==> src/svd_regs.svh <==
// register offsets, field positions and timing constants of the supply detector
`ifndef SLD_REGS_SVH
`define SLD_REGS_SVH
`define SLD_CTRL_OFS 16'hff0c
`define SLD_IRQ_STAT_OFS 16'hff10
`define SLD_IRQ_MASK_OFS 16'hff14
`define SLD_LEVEL_OFS 16'hff18
`define SLD_ZERO_HI 7
`define SLD_ZERO_LO 6
`define SLD_FLAG_BIT 5
`define SLD_EN_BIT 4
`define SLD_CODE_HI 3
`define SLD_CODE_LO 0
`define SLD_CODE_W 4
`define SLD_MIN_CODE 4'h3
`define SLD_CODE_RST 4'h0
`define SLD_IRQ_DONE_BIT 0
`define SLD_IRQ_LOW_BIT 1
`define SLD_IRQ_W 2
`define SLD_SETTLE_US 500
`define SLD_CLK_MHZ 25
`define SLD_ADDR_W 16
`define SLD_RESP_OKAY 2'h0
`define SLD_RESP_SLVERR 2'h2
`endif

==> src/svd_pkg.sv <==
// types shared by the supply detector control logic
package sld_pkg;
  // control register fields as seen in the low byte
  typedef struct packed {
    logic [1:0] zero;
    logic low_supply_flag;
    logic detector_enable;
    logic [3:0] threshold_code;
  } sld_ctrl_s;
  // detector power sequence
  typedef enum logic [1:0] {
    SLD_OFF,
    SLD_SETTLING,
    SLD_READY
  } sld_state_e;
endpackage : sld_pkg

==> src/svd_ctrl.sv <==
// supply voltage detector control with an AXI4-Lite register slave
//
// The AXI4-Lite slave port was decided locally.
`include "svd_regs.svh"

// Notes on behaviour
// - four-bit code picks thirteen levels, three undefined
// - comparator active while enable holds one
// - enable falling captures result, powers detector down
// - flag one means below threshold, read only
// - flag D5, enable D4, code D3-D0, D7-D6 zero
// - enable reads back last written value
// - reset clears code, enable and flag
module sld_ctrl #(
  // settle time in clock cycles, 500 us at the system clock
  parameter int SETTLE_CYCLES = `SLD_SETTLE_US * `SLD_CLK_MHZ
) (
  // system clock and synchronous active-low reset
  input wire logic aclk,
  input wire logic aresetn,
  // register bus slave, write side
  input wire logic [`SLD_ADDR_W-1:0] s_axi_awaddr,
  input wire logic s_axi_awvalid,
  output logic s_axi_awready,
  input wire logic [31:0] s_axi_wdata,
  input wire logic [3:0] s_axi_wstrb,
  input wire logic s_axi_wvalid,
  output logic s_axi_wready,
  output logic [1:0] s_axi_bresp,
  output logic s_axi_bvalid,
  input wire logic s_axi_bready,
  // register bus slave, read side
  input wire logic [`SLD_ADDR_W-1:0] s_axi_araddr,
  input wire logic s_axi_arvalid,
  output logic s_axi_arready,
  output logic [31:0] s_axi_rdata,
  output logic [1:0] s_axi_rresp,
  output logic s_axi_rvalid,
  input wire logic s_axi_rready,
  // comparator result, high while supply is below the level
  input wire logic supply_below,
  // analog detector controls
  output logic detector_power,
  output logic [`SLD_CODE_W-1:0] detector_code,
  // level interrupt
  output logic irq
);

  // register state
  logic [`SLD_CODE_W-1:0] code_q; // threshold code
  logic enable_q; // detector enable as written
  logic flag_q; // captured comparison result
  logic [`SLD_IRQ_W-1:0] stat_q; // sticky events
  logic [`SLD_IRQ_W-1:0] mask_q; // event mask
  sld_pkg::sld_state_e state_q; // power sequence
  logic [$clog2(SETTLE_CYCLES+1)-1:0] cnt_q; // settle counter
  // bus capture
  logic aw_hold_q; // write address parked
  logic w_hold_q; // write data parked
  logic [`SLD_ADDR_W-1:0] awaddr_q; // parked write address
  logic [31:0] wdata_q; // parked write data
  logic [3:0] wstrb_q; // parked byte lanes
  logic wr_fire; // both halves of a write present
  logic enable_fall; // enable written from one to zero
  logic wr_ctrl; // write hits the control register
  logic new_en; // enable value after this write
  logic [`SLD_IRQ_W-1:0] ev; // events this cycle

  // register word decode, shared by reads and writes
  function automatic logic [1:0] reg_sel(input logic [`SLD_ADDR_W-1:0] a);
    logic [1:0] s;
    s = 2'h0;
    unique case (a)
      `SLD_CTRL_OFS: s = 2'h0;
      `SLD_IRQ_STAT_OFS: s = 2'h1;
      `SLD_IRQ_MASK_OFS: s = 2'h2;
      `SLD_LEVEL_OFS: s = 2'h3;
      default: s = 2'h0; // unmapped, masked by reg_hit
    endcase
    return s;
  endfunction : reg_sel

  // address names one of the four registers
  function automatic logic reg_hit(input logic [`SLD_ADDR_W-1:0] a);
    return (a == `SLD_CTRL_OFS) || (a == `SLD_IRQ_STAT_OFS) ||
      (a == `SLD_IRQ_MASK_OFS) || (a == `SLD_LEVEL_OFS);
  endfunction : reg_hit

  // code has a defined level
  function automatic logic code_valid(input logic [`SLD_CODE_W-1:0] c);
    return c >= `SLD_MIN_CODE;
  endfunction : code_valid

  // a write is carried out once both halves are parked and no answer waits
  assign wr_fire = aw_hold_q && w_hold_q && !s_axi_bvalid;
  // control writes need lane 0, the only lane with fields
  assign wr_ctrl = wr_fire && reg_hit(awaddr_q) && reg_sel(awaddr_q) == 2'h0 && wstrb_q[0];
  assign new_en = wdata_q[`SLD_EN_BIT];
  // a zero written over a set enable is the capture moment
  assign enable_fall = wr_ctrl && enable_q && !new_en;
  assign ev[`SLD_IRQ_DONE_BIT] = enable_fall;
  assign ev[`SLD_IRQ_LOW_BIT] = enable_fall && supply_below;

  // write address channel
  always_ff @(posedge aclk) begin
    if (!aresetn) begin
      aw_hold_q <= 1'b0;
      awaddr_q <= '0;
    end else if (s_axi_awvalid && s_axi_awready) begin
      aw_hold_q <= 1'b1;
      awaddr_q <= s_axi_awaddr;
    end else if (wr_fire) begin
      aw_hold_q <= 1'b0;
    end
  end

  // write data channel
  always_ff @(posedge aclk) begin
    if (!aresetn) begin
      w_hold_q <= 1'b0;
      wdata_q <= 32'h0000_0000;
      wstrb_q <= 4'h0;
    end else if (s_axi_wvalid && s_axi_wready) begin
      w_hold_q <= 1'b1;
      wdata_q <= s_axi_wdata;
      wstrb_q <= s_axi_wstrb;
    end else if (wr_fire) begin
      w_hold_q <= 1'b0;
    end
  end

  // ready while the holding slot is free
  always_ff @(posedge aclk) begin
    if (!aresetn) begin
      s_axi_awready <= 1'b0;
      s_axi_wready <= 1'b0;
    end else begin
      s_axi_awready <= !aw_hold_q && !(s_axi_awvalid && s_axi_awready) && !s_axi_bvalid;
      s_axi_wready <= !w_hold_q && !(s_axi_wvalid && s_axi_wready) && !s_axi_bvalid;
    end
  end

  // write response
  always_ff @(posedge aclk) begin
    if (!aresetn) begin
      s_axi_bvalid <= 1'b0;
      s_axi_bresp <= `SLD_RESP_OKAY;
    end else if (wr_fire) begin
      // unmapped writes are dropped and answered with an error
      s_axi_bvalid <= 1'b1;
      s_axi_bresp <= reg_hit(awaddr_q) ? `SLD_RESP_OKAY : `SLD_RESP_SLVERR;
    end else if (s_axi_bready) begin
      s_axi_bvalid <= 1'b0;
    end
  end

  // threshold code and enable, written through byte lane 0
  always_ff @(posedge aclk) begin
    if (!aresetn) begin
      code_q <= `SLD_CODE_RST;
      enable_q <= 1'b0;
    end else if (wr_ctrl) begin
      // flag bit of the write data is not looked at here
      code_q <= wdata_q[`SLD_CODE_HI:`SLD_CODE_LO];
      enable_q <= new_en;
    end
  end

  // result latch: loaded only on a falling enable, write data ignored
  always_ff @(posedge aclk) begin
    if (!aresetn) begin
      flag_q <= 1'b0;
    end else if (enable_fall) begin
      flag_q <= supply_below;
    end
  end

  // detector power and settle timing; the wait is only reported, not enforced
  always_ff @(posedge aclk) begin
    if (!aresetn) begin
      state_q <= sld_pkg::SLD_OFF;
      cnt_q <= '0;
    end else begin
      unique case (state_q)
        // off: wait for an enabling write
        sld_pkg::SLD_OFF: begin
          if (wr_ctrl && new_en) begin
            state_q <= sld_pkg::SLD_SETTLING;
            cnt_q <= '0;
          end
        end
        // settling: count out the stabilising time
        sld_pkg::SLD_SETTLING: begin
          if (enable_fall) begin
            state_q <= sld_pkg::SLD_OFF;
          end else if (cnt_q == $bits(cnt_q)'(SETTLE_CYCLES - 1)) begin
            state_q <= sld_pkg::SLD_READY;
          end else begin
            cnt_q <= cnt_q + 1'b1;
          end
        end
        // ready: result is trustworthy until switched off
        sld_pkg::SLD_READY: begin
          if (enable_fall) begin
            state_q <= sld_pkg::SLD_OFF;
          end
        end
      endcase
    end
  end

  // drive analog comparator: power follows enable, code passes through
  always_ff @(posedge aclk) begin
    if (!aresetn) begin
      detector_power <= 1'b0;
      detector_code <= `SLD_CODE_RST;
    end else begin
      // both track the register in the same edge as it is written
      detector_power <= wr_ctrl ? new_en : enable_q;
      detector_code <= wr_ctrl ? wdata_q[`SLD_CODE_HI:`SLD_CODE_LO] : code_q;
    end
  end

  // sticky events, set wins over write-one-to-clear
  always_ff @(posedge aclk) begin
    if (!aresetn) begin
      stat_q <= '0;
    end else begin
      stat_q <= ev | (stat_q & ~((wr_fire && reg_hit(awaddr_q) &&
        reg_sel(awaddr_q) == 2'h1 && wstrb_q[0]) ? wdata_q[`SLD_IRQ_W-1:0] : '0));
    end
  end

  // interrupt mask
  always_ff @(posedge aclk) begin
    if (!aresetn) begin
      mask_q <= '0;
    end else if (wr_fire && reg_hit(awaddr_q) && reg_sel(awaddr_q) == 2'h2 && wstrb_q[0]) begin
      mask_q <= wdata_q[`SLD_IRQ_W-1:0];
    end
  end

  // interrupt level
  always_ff @(posedge aclk) begin
    if (!aresetn) begin
      irq <= 1'b0;
    end else begin
      irq <= |(stat_q & mask_q);
    end
  end

  // read channel, one cycle after address
  always_ff @(posedge aclk) begin
    sld_pkg::sld_ctrl_s c; // control word as read, upper bits zero
    c = '0;
    c.low_supply_flag = flag_q;
    c.detector_enable = enable_q;
    c.threshold_code = code_q;
    if (!aresetn) begin
      s_axi_arready <= 1'b0;
      s_axi_rvalid <= 1'b0;
      s_axi_rdata <= 32'h0000_0000;
      s_axi_rresp <= `SLD_RESP_OKAY;
    end else if (s_axi_rvalid) begin
      // answer stands until taken
      if (s_axi_rready) begin
        s_axi_rvalid <= 1'b0;
      end
      s_axi_arready <= 1'b0;
    end else if (s_axi_arvalid && s_axi_arready) begin
      s_axi_arready <= 1'b0;
      s_axi_rvalid <= 1'b1;
      s_axi_rresp <= reg_hit(s_axi_araddr) ? `SLD_RESP_OKAY : `SLD_RESP_SLVERR;
      s_axi_rdata <= 32'h0000_0000;
      if (reg_hit(s_axi_araddr)) begin
        unique case (reg_sel(s_axi_araddr))
          2'h0: s_axi_rdata <= {24'h00_0000, c};
          2'h1: s_axi_rdata <= {30'h0000_0000, stat_q};
          2'h2: s_axi_rdata <= {30'h0000_0000, mask_q};
          2'h3: s_axi_rdata <= {29'h0000_0000, code_valid(code_q),
            state_q == sld_pkg::SLD_READY, state_q != sld_pkg::SLD_OFF};
        endcase
      end
    end else begin
      // idle: offer to take an address
      s_axi_arready <= 1'b1;
    end
  end

  // captured flag changes only on a falling enable
  flag_hold_a: assert property (@(posedge aclk) disable iff (!aresetn)
    !enable_fall |=> $stable(flag_q)) else $error("flag changed without capture");
  // capture takes the comparator level
  flag_capture_a: assert property (@(posedge aclk) disable iff (!aresetn)
    enable_fall |=> flag_q == $past(supply_below)) else $error("flag capture wrong");
  // detector powered down after falling enable
  power_down_a: assert property (@(posedge aclk) disable iff (!aresetn)
    enable_fall |=> !detector_power) else $error("detector left on");
  // power follows enable
  power_on_a: assert property (@(posedge aclk) disable iff (!aresetn)
    enable_q |-> detector_power) else $error("enabled detector unpowered");
  // read of control shows fields
  ctrl_read_a: assert property (@(posedge aclk) disable iff (!aresetn)
    s_axi_arvalid && s_axi_arready && s_axi_araddr == `SLD_CTRL_OFS |=>
    s_axi_rdata[`SLD_ZERO_HI:`SLD_ZERO_LO] == 2'h0 &&
    s_axi_rdata[`SLD_EN_BIT] == $past(enable_q) &&
    s_axi_rdata[`SLD_FLAG_BIT] == $past(flag_q)) else $error("control read wrong");
  // enable takes written value
  en_write_a: assert property (@(posedge aclk) disable iff (!aresetn)
    wr_ctrl |=> enable_q == $past(wdata_q[`SLD_EN_BIT])) else $error("enable not stored");
  // reset values
  reset_val_a: assert property (@(posedge aclk)
    !aresetn |=> code_q == `SLD_CODE_RST && !enable_q && !flag_q) else $error("reset values");
  // low flag event sets status
  low_event_a: assert property (@(posedge aclk) disable iff (!aresetn)
    ev[`SLD_IRQ_LOW_BIT] |=> stat_q[`SLD_IRQ_LOW_BIT]) else $error("event lost");
  // comparator receives the written threshold code
  code_map_a: assert property (@(posedge aclk) disable iff (!aresetn)
    wr_ctrl |=> detector_code == $past(wdata_q[`SLD_CODE_HI:`SLD_CODE_LO]))
    else $error("threshold code not passed on");
  // interrupt level follows unmasked status one cycle later
  irq_level_a: assert property (@(posedge aclk) disable iff (!aresetn)
    ##1 irq == $past(|(stat_q & mask_q))) else $error("interrupt level wrong");

endmodule : sld_ctrl

==> config.mk <==
export PLATFORM = sky130hd
export DESIGN_NAME = sld_ctrl
export DESIGN_NICKNAME = d
export VERILOG_FILES = /design/src/svd_pkg.sv /design/src/svd_ctrl.sv
export VERILOG_INCLUDE_DIRS = /design/src
export SDC_FILE = /design/constraint.sdc
export NUM_CORES = 1
export LEC_CHECK = 0
export BUFFER_PORTS_ARGS = -buffer_cell sky130_fd_sc_hd__buf_2
export CAP_MARGIN = 10
export CORE_MARGIN = 1
export CORE_UTILIZATION = 54
export CTS_BUF_LIST = sky130_fd_sc_hd__clkbuf_4 sky130_fd_sc_hd__clkbuf_8
export DETAILED_ROUTE_END_ITERATION = 10
export PLACE_DENSITY = 0.95
export REMOVE_ABC_BUFFERS = 1
export SLEW_MARGIN = 40
export SYNTH_ARGS = -nofsm -noshare
export SYNTH_HDL_FRONTEND = slang
export SYNTH_SLANG_ARGS = --single-unit
==> constraint.sdc <==
create_clock -name aclk -period 4.79 [get_ports aclk]
set_input_delay 1.1975 -clock aclk [delete_from_list [all_inputs] [get_ports aclk]]
set_output_delay 1.1975 -clock aclk [all_outputs]
set_load 0.05 [all_outputs]
==> results of run 1 <==
per-layer routing:
| metal | vias to the layer above | part of all wire (%) |
|---|---|---|
| li1 | 1453 | - |
| met1 | 1375 | 43 |
| met5 | - | 0 |
| met2 | 130 | 48 |
| met4 | 0 | 2.2 |
| met3 | 15 | 6.9 |
path summary, 6_finish.rpt:
| path | to | slack [ns] |
|---|---|---|
| max | cnt_q[2] | 2.01 |
| min | awaddr_q[0] | 0.45 |
| max reg2reg | cnt_q[2] | 2.01 |
| min reg2reg | awaddr_q[0] | 0.45 |
per-stage QoR:
step,power (mW),hold slack (ns),area [um^2],std cells,worst slack [ns]
final,1.17,0.454,3590,526,2.01
after floorplan,0.691,0.427,2980,373,2.17
after detailed placement,0.736,0.446,3410,511,2.03
after global placement,0.730,0.441,3400,511,1.87
after global routing,1.21,0.474,3590,526,1.90
after CTS,1.17,0.456,3590,526,2.02
synthesized netlist by cell type (all sizes together), types with 3 or more instances:
master   n  area share [%]
buf     32             7.7
nand2b   3            0.59
o22ai    3            0.59
dfxtp   64              40
nand3b   3            0.71
ha       4             1.6
or4      3            0.83
a32oi    4             1.1
nor2    14             1.7
a211oi   3            0.71
a22oi    5             1.2
nand2   81             9.6
mux2i    5             1.6
inv     15             1.8
nor3     5            0.79
o21ai    9             1.4
a21oi   47             7.4
clkbuf  13             1.7
nand4    6             1.2
nor4     6             1.2
o221a   10             3.8
nand3   18             2.8
and2     5             1.1
logic make-up after synthesis:
group	after synthesis	synth area share, %
simple gates	160	24.4
compound gates	95	20.3
flops	64	40.4
buf+inv	60	11.1
mux	5	1.58
fa+ha+maj	4	1.58
xor+xnor	2	0.553
other cells	1	0.118
tightest hold or removal path: cells and delay by family, from the launching register on:
kind	cells	cell delay (ns)
simple gates	1	0.05
flops	1	0.31
compound gates	1	0.05
power by group:
| group | internal, mW | switching, mW | leakage (nW) |
|---|---|---|---|
| Sequential | 0.548 | 0.0124 | 0.519 |
| Combinational | 0.0435 | 0.122 | 0.799 |
| Clock | 0.235 | 0.205 | 0.0948 |
layout make-up:
class / instances / area (um^2) / area share, %
Multi-Input combinational cell: 294 / 1640 / 45.8
Sequential cell: 64 / 1280 / 35.7
Timing Repair Buffer: 66 / 335 / 9.33
Clock buffer: 9 / 124 / 3.45
Tap cell: 72 / 90.1 / 2.51
Clock inverter: 6 / 61.3 / 1.71
Inverter: 15 / 56.3 / 1.57
registers in the layout, indices dropped and copies added, names as in the netlist, 2 cells and up:
signal,count
stat_q,2
wdata_q,5
detector_code,4
awaddr_q,16
state_q,2
s_axi_rdata,6
mask_q,2
cnt_q,14
==> results.json, run 1 <==
{
  "status": "completed",
  "min_period_ns": 2.78,
  "first_pass_iters": 4,
  "use_met1_pct": 27.1,
  "clkTransAtPathRegs_ns": 0.07,
  "met3_usage_pct": 5.12,
  "use_met2_pct": 40.8,
  "post_cts.repair.setup_buffers": 0,
  "diodes": 0,
  "synthFlopType": "dfxtp_1",
  "finalClockSkew_ns": 0.00815,
  "vias": 2973,
  "cts_hold_buffers": 0,
  "cts_tree": "built",
  "grt_use_total_pct": 23.6,
  "slew-limit-headroom_pct": 56.8,
  "portBuffers": 64,
  "layout_common_cells": "nand2_1, dfxtp_1, buf_2, a21oi_1, conb_1",
  "reg2reg_from": "cnt_q[2]",
  "ys_seq_elements": 64,
  "worstRegToRegCells": 5,
  "synthArstFlopShare_pct": 0,
  "setup-tns-final_ns": 0,
  "syn_area_um2": 3170,
  "cts_buffers": 9,
  "setup_viol": 0,
  "wl_per_cell_um": 13.3,
  "required_ns": 5.02,
  "die_h_um": 78.6,
  "layout_commonest_cell": "nand2_1",
  "yosysSeqAreaShare_pct": 40.4,
  "worstSetupStartpointType": "flop",
  "maxCapViolCount": 0,
  "hold_path_class": "flop to flop",
  "busiest_layer": "met2",
  "cp_max_fo": 18,
  "yosysUniqueCellTypes": 53,
  "h-tree-depth": 3,
  "avgSynthCellArea_um2": 8.11,
  "die_w_um": 78.6,
  "dieArea_um2": 6180,
  "rsz0062_at_grt": "false",
  "cpPeakStageDelay_ns": 0.71,
  "gp_congestion": 0.911,
  "clockBufferDepth": 2,
  "max_clock_freq_ghz": 0.359,
  "yosys_warnings": 0,
  "clk-insertion-delay-late_ns": 0.35,
  "grt_pass1_vias": 2669,
  "p_leak_nw": 1.41,
  "p_per_area_nw_per_um2": 325,
  "holdPathStages": 2,
  "cts_resized": 0,
  "tightest_slew_ns": 0.642,
  "grt_max_degree": 38,
  "fillCellCount": 452,
  "start_util_pct": 56.9,
  "row_count": 27,
  "via_per_inst": 5.65,
  "nets": 530,
  "crit_slowest_cell": "or4b_2",
  "synth_cells": 391,
  "hold_path_startpoint": "awaddr_q[0]",
  "hold_violations": 0,
  "crit_arrival_ns": 3.02,
  "drive_gt1_share_pct": 20.3,
  "crit_type": "flop to flop",
  "ant_nets": 0,
  "ir_worst_vdd_mv": 0.219,
  "worst_setup_path_end_kind": "flop",
  "critical-path-top-delay-family": "compound AO/OA/AOI/OAI gates",
  "path_buf_inv": 0,
  "core-area_um2": 5570,
  "grt.overflow.total": 0,
  "synth_edf_count": 0,
  "final_util_pct": 64.4,
  "wirelength_mm": 7.01,
  "antenna_found_initial": 0,
  "slew_violations": 0,
  "io_pins": 123,
  "place_hpwl_mm": 4.98,
  "clock-root-buffer": "clkbuf_8",
  "path_depth": 5,
  "drc": 0,
  "setup.worst_path.start": "cnt_q[2]",
  "path_cells": "or4b_2 > o41ai_2 > a311o_1 > a21boi_0 > o221a_4",
  "fin_crit_sh_pct": 58.1,
  "areaGrowthSynthToFinish_pct": 13.3,
  "grt_pass1_wl_mm": 11.4,
  "clock_sink_count": 64,
  "drt-initial-drc-count": 174
}
(Power assumes the default switching activity.)
==> run 2: changes to the inputs <==
--- a/config.mk
+++ b/config.mk
@@ -9,10 +9,10 @@
 export BUFFER_PORTS_ARGS = -buffer_cell sky130_fd_sc_hd__buf_2
 export CAP_MARGIN = 10
 export CORE_MARGIN = 1
-export CORE_UTILIZATION = 54
+export CORE_UTILIZATION = 46
 export CTS_BUF_LIST = sky130_fd_sc_hd__clkbuf_4 sky130_fd_sc_hd__clkbuf_8
 export DETAILED_ROUTE_END_ITERATION = 10
-export PLACE_DENSITY = 0.95
+export PLACE_DENSITY = 0.88
 export REMOVE_ABC_BUFFERS = 1
 export SLEW_MARGIN = 40
 export SYNTH_ARGS = -nofsm -noshare
==> constraint.sdc (replaced) <==
create_clock -name aclk -period 2.3 [get_ports aclk]
set_input_delay 0.575 -clock aclk [delete_from_list [all_inputs] [get_ports aclk]]
set_output_delay 0.575 -clock aclk [all_outputs]
set_load 0.05 [all_outputs]
==> run 2 against run 1 <==
Against the previous run: the run now ends with negative setup slack left; critical path depth rose by 1; die area rose by 17%; first-iteration DRC count rose by 60%.
==> results.json, run 2 (same netlist as run 1, synthesis figures left out) <==
{
  "slew_violations": 0,
  "drt-initial-drc-count": 279,
  "antenna_found_initial": 0,
  "die_h_um": 85.0,
  "maxCapViolCount": 0,
  "min_period_ns": 2.35,
  "via_per_inst": 5.58,
  "largest_reg_flops": 16,
  "nets": 549,
  "cp_max_fo": 5,
  "grt_pass1_wl_mm": 12.6,
  "ant_nets": 0,
  "dieArea_um2": 7230,
  "grt_use_total_pct": 21.6,
  "fin_area_um2": 3850,
  "status": "finished with violations",
  "reg2reg_from": "awaddr_q[1]",
  "start_util_pct": 48.8,
  "grt_pass1_vias": 2878,
  "clockBufferDepth": 2,
  "vias": 3068,
  "p_per_area_nw_per_um2": 641,
  "grt.overflow.total": 0,
  "path_cells": "or4_4 > or4_4 > or3_4 > buf_6 > a21oi_2 > o221a_1",
  "rsz0062_at_grt": "true",
  "clock_sink_count": 64,
  "ir_worst_vdd_mv": 0.374,
  "gp_congestion": 0.853,
  "die_w_um": 85.0,
  "diodes": 0,
  "cpPeakStageDelay_ns": 0.53,
  "violations": "negative setup slack",
  "wirelength_mm": 7.65,
  "h-tree-depth": 3,
  "clock-root-buffer": "clkbuf_8",
  "crit_arrival_ns": 2.63,
  "slew-limit-headroom_pct": 60.9,
  "largestRegisters": "awaddr_q (16), cnt_q (14), s_axi_rdata (6)",
  "required_ns": 2.59,
  "crit_type": "flop to flop",
  "finalClockSkew_ns": 0.00675,
  "areaGrowthSynthToFinish_pct": 21.5,
  "drc": 0,
  "holdPathEnd": "awaddr_q[0]",
  "layout_common_cells": "nand2_1, buf_2, dfxtp_1, a21oi_1, conb_1",
  "final_util_pct": 59.3,
  "critical-path-top-delay-family": "simple AND/OR/NAND/NOR gates",
  "hold_violations": 0,
  "setup_viol": 10,
  "drive_gt1_share_pct": 26.2,
  "crit_slowest_cell": "or4_4",
  "fin_crit_sh_pct": 102,
  "row_count": 29,
  "cpMostUsedCell": "or4_4",
  "r2r_slack_ns": -0.05,
  "clkTransAtPathRegs_ns": 0.07,
  "p_leak_nw": 1.53,
  "hold_path_startpoint": "awaddr_q[0]",
  "place_hpwl_mm": 5.36,
  "setup_slack_ns": -0.0483,
  "p_total_mw": 2.47,
  "hold_ws_ns": 0.455,
  "tightest_slew_ns": 0.587,
  "portBuffers": 64,
  "setup-tns-final_ns": -0.360,
  "placed_cells": 533,
  "cts_hold_buffers": 0,
  "holdPathStages": 2,
  "hold_path_class": "flop to flop",
  "path_buf_inv": 1,
  "largest_register": "awaddr_q",
  "wl_per_cell_um": 13.9,
  "core-area_um2": 6490,
  "grt_max_degree": 20,
  "r2r-end": "cnt_q[11]",
  "cts_buffers": 9,
  "clk-insertion-delay-late_ns": 0.34,
  "layout_commonest_cell": "nand2_1",
  "max_clock_freq_ghz": 0.426,
  "worst_setup_path_end_kind": "flop",
  "worstSetupStartpointType": "flop",
  "placed_area_um2": 3560,
  "cts_tree": "built",
  "final_cells": 550,
  "first_pass_iters": 5,
  "io_pins": 123,
  "pre_cts_slack_ns": -0.172,
  "worstRegToRegCells": 6
}
==> run 2: changes by cell type in the layout (fill, tap and decap cells not counted), sizes merged <==
cell | before | now
buf | 66 | 84
and2 | 5 | 6
==> run 2: worst max path at each step <==
stage | slack (ns) | cells after the start | endpoint | start
2_1_floorplan | -0.28 | 5 | cnt_q[2] | awaddr_q[1]
3_3_place_gp | -0.12 | 6 | cnt_q[9] | awaddr_q[1]
3_5_place_dp | -0.17 | 6 | cnt_q[11] | awaddr_q[1]
4_1_cts | -0.02 | 6 | cnt_q[9] | awaddr_q[1]
5_1_grt | -0.1 | 6 | cnt_q[8] | awaddr_q[1]
6_report | -0.05 | 6 | cnt_q[11] | awaddr_q[1]
==> run 2: power by group <==
part / total [mW] / internal (mW) / switching [mW] / leakage [nW]
sequential: 1.17 / 1.14 / 0.0245 / 0.520
clock: 0.927 / 0.490 / 0.437 / 0.0948
combinational: 0.375 / 0.109 / 0.266 / 0.920
total: 2.47 / 1.74 / 0.728 / 1.53
==> run 2: tightest hold or removal path, cell delays in order, from the launching register on <==
cell     delay (ns)
dfxtp_1        0.31
nand2_1        0.05
a21oi_1        0.05
==> run 2: final cells by class <==
type                    instances  area (um^2)
clock inverters                 6         61.3
clock buffers                   9          124
fillers                       535         2650
repair buffers                 84          507
inverters                      15         56.3
flip-flops and latches         64         1280
well taps                      77         96.3
multi-input cells             295         1720
==> run 2: per-layer routing <==
metal / up-vias / track usage (%) / part of all wire [%]
met5: - / 0 / 0
met4: 0 / 10.6 / 1.7
met3: 17 / 4.47 / 6.7
met2: 145 / 36.3 / 48
met1: 1421 / 26.4 / 43
li1: 1485 / - / -
==> run 2: repair_timing <==
action / 4_1_cts / 5_1_grt
resized for setup: 14 / 9
hold endpoints to repair: 0 / 0
cloned: 1 / 0
buffers inserted: 0 / 1
setup endpoints to repair: 15 / 15
pin swaps: 6 / 10
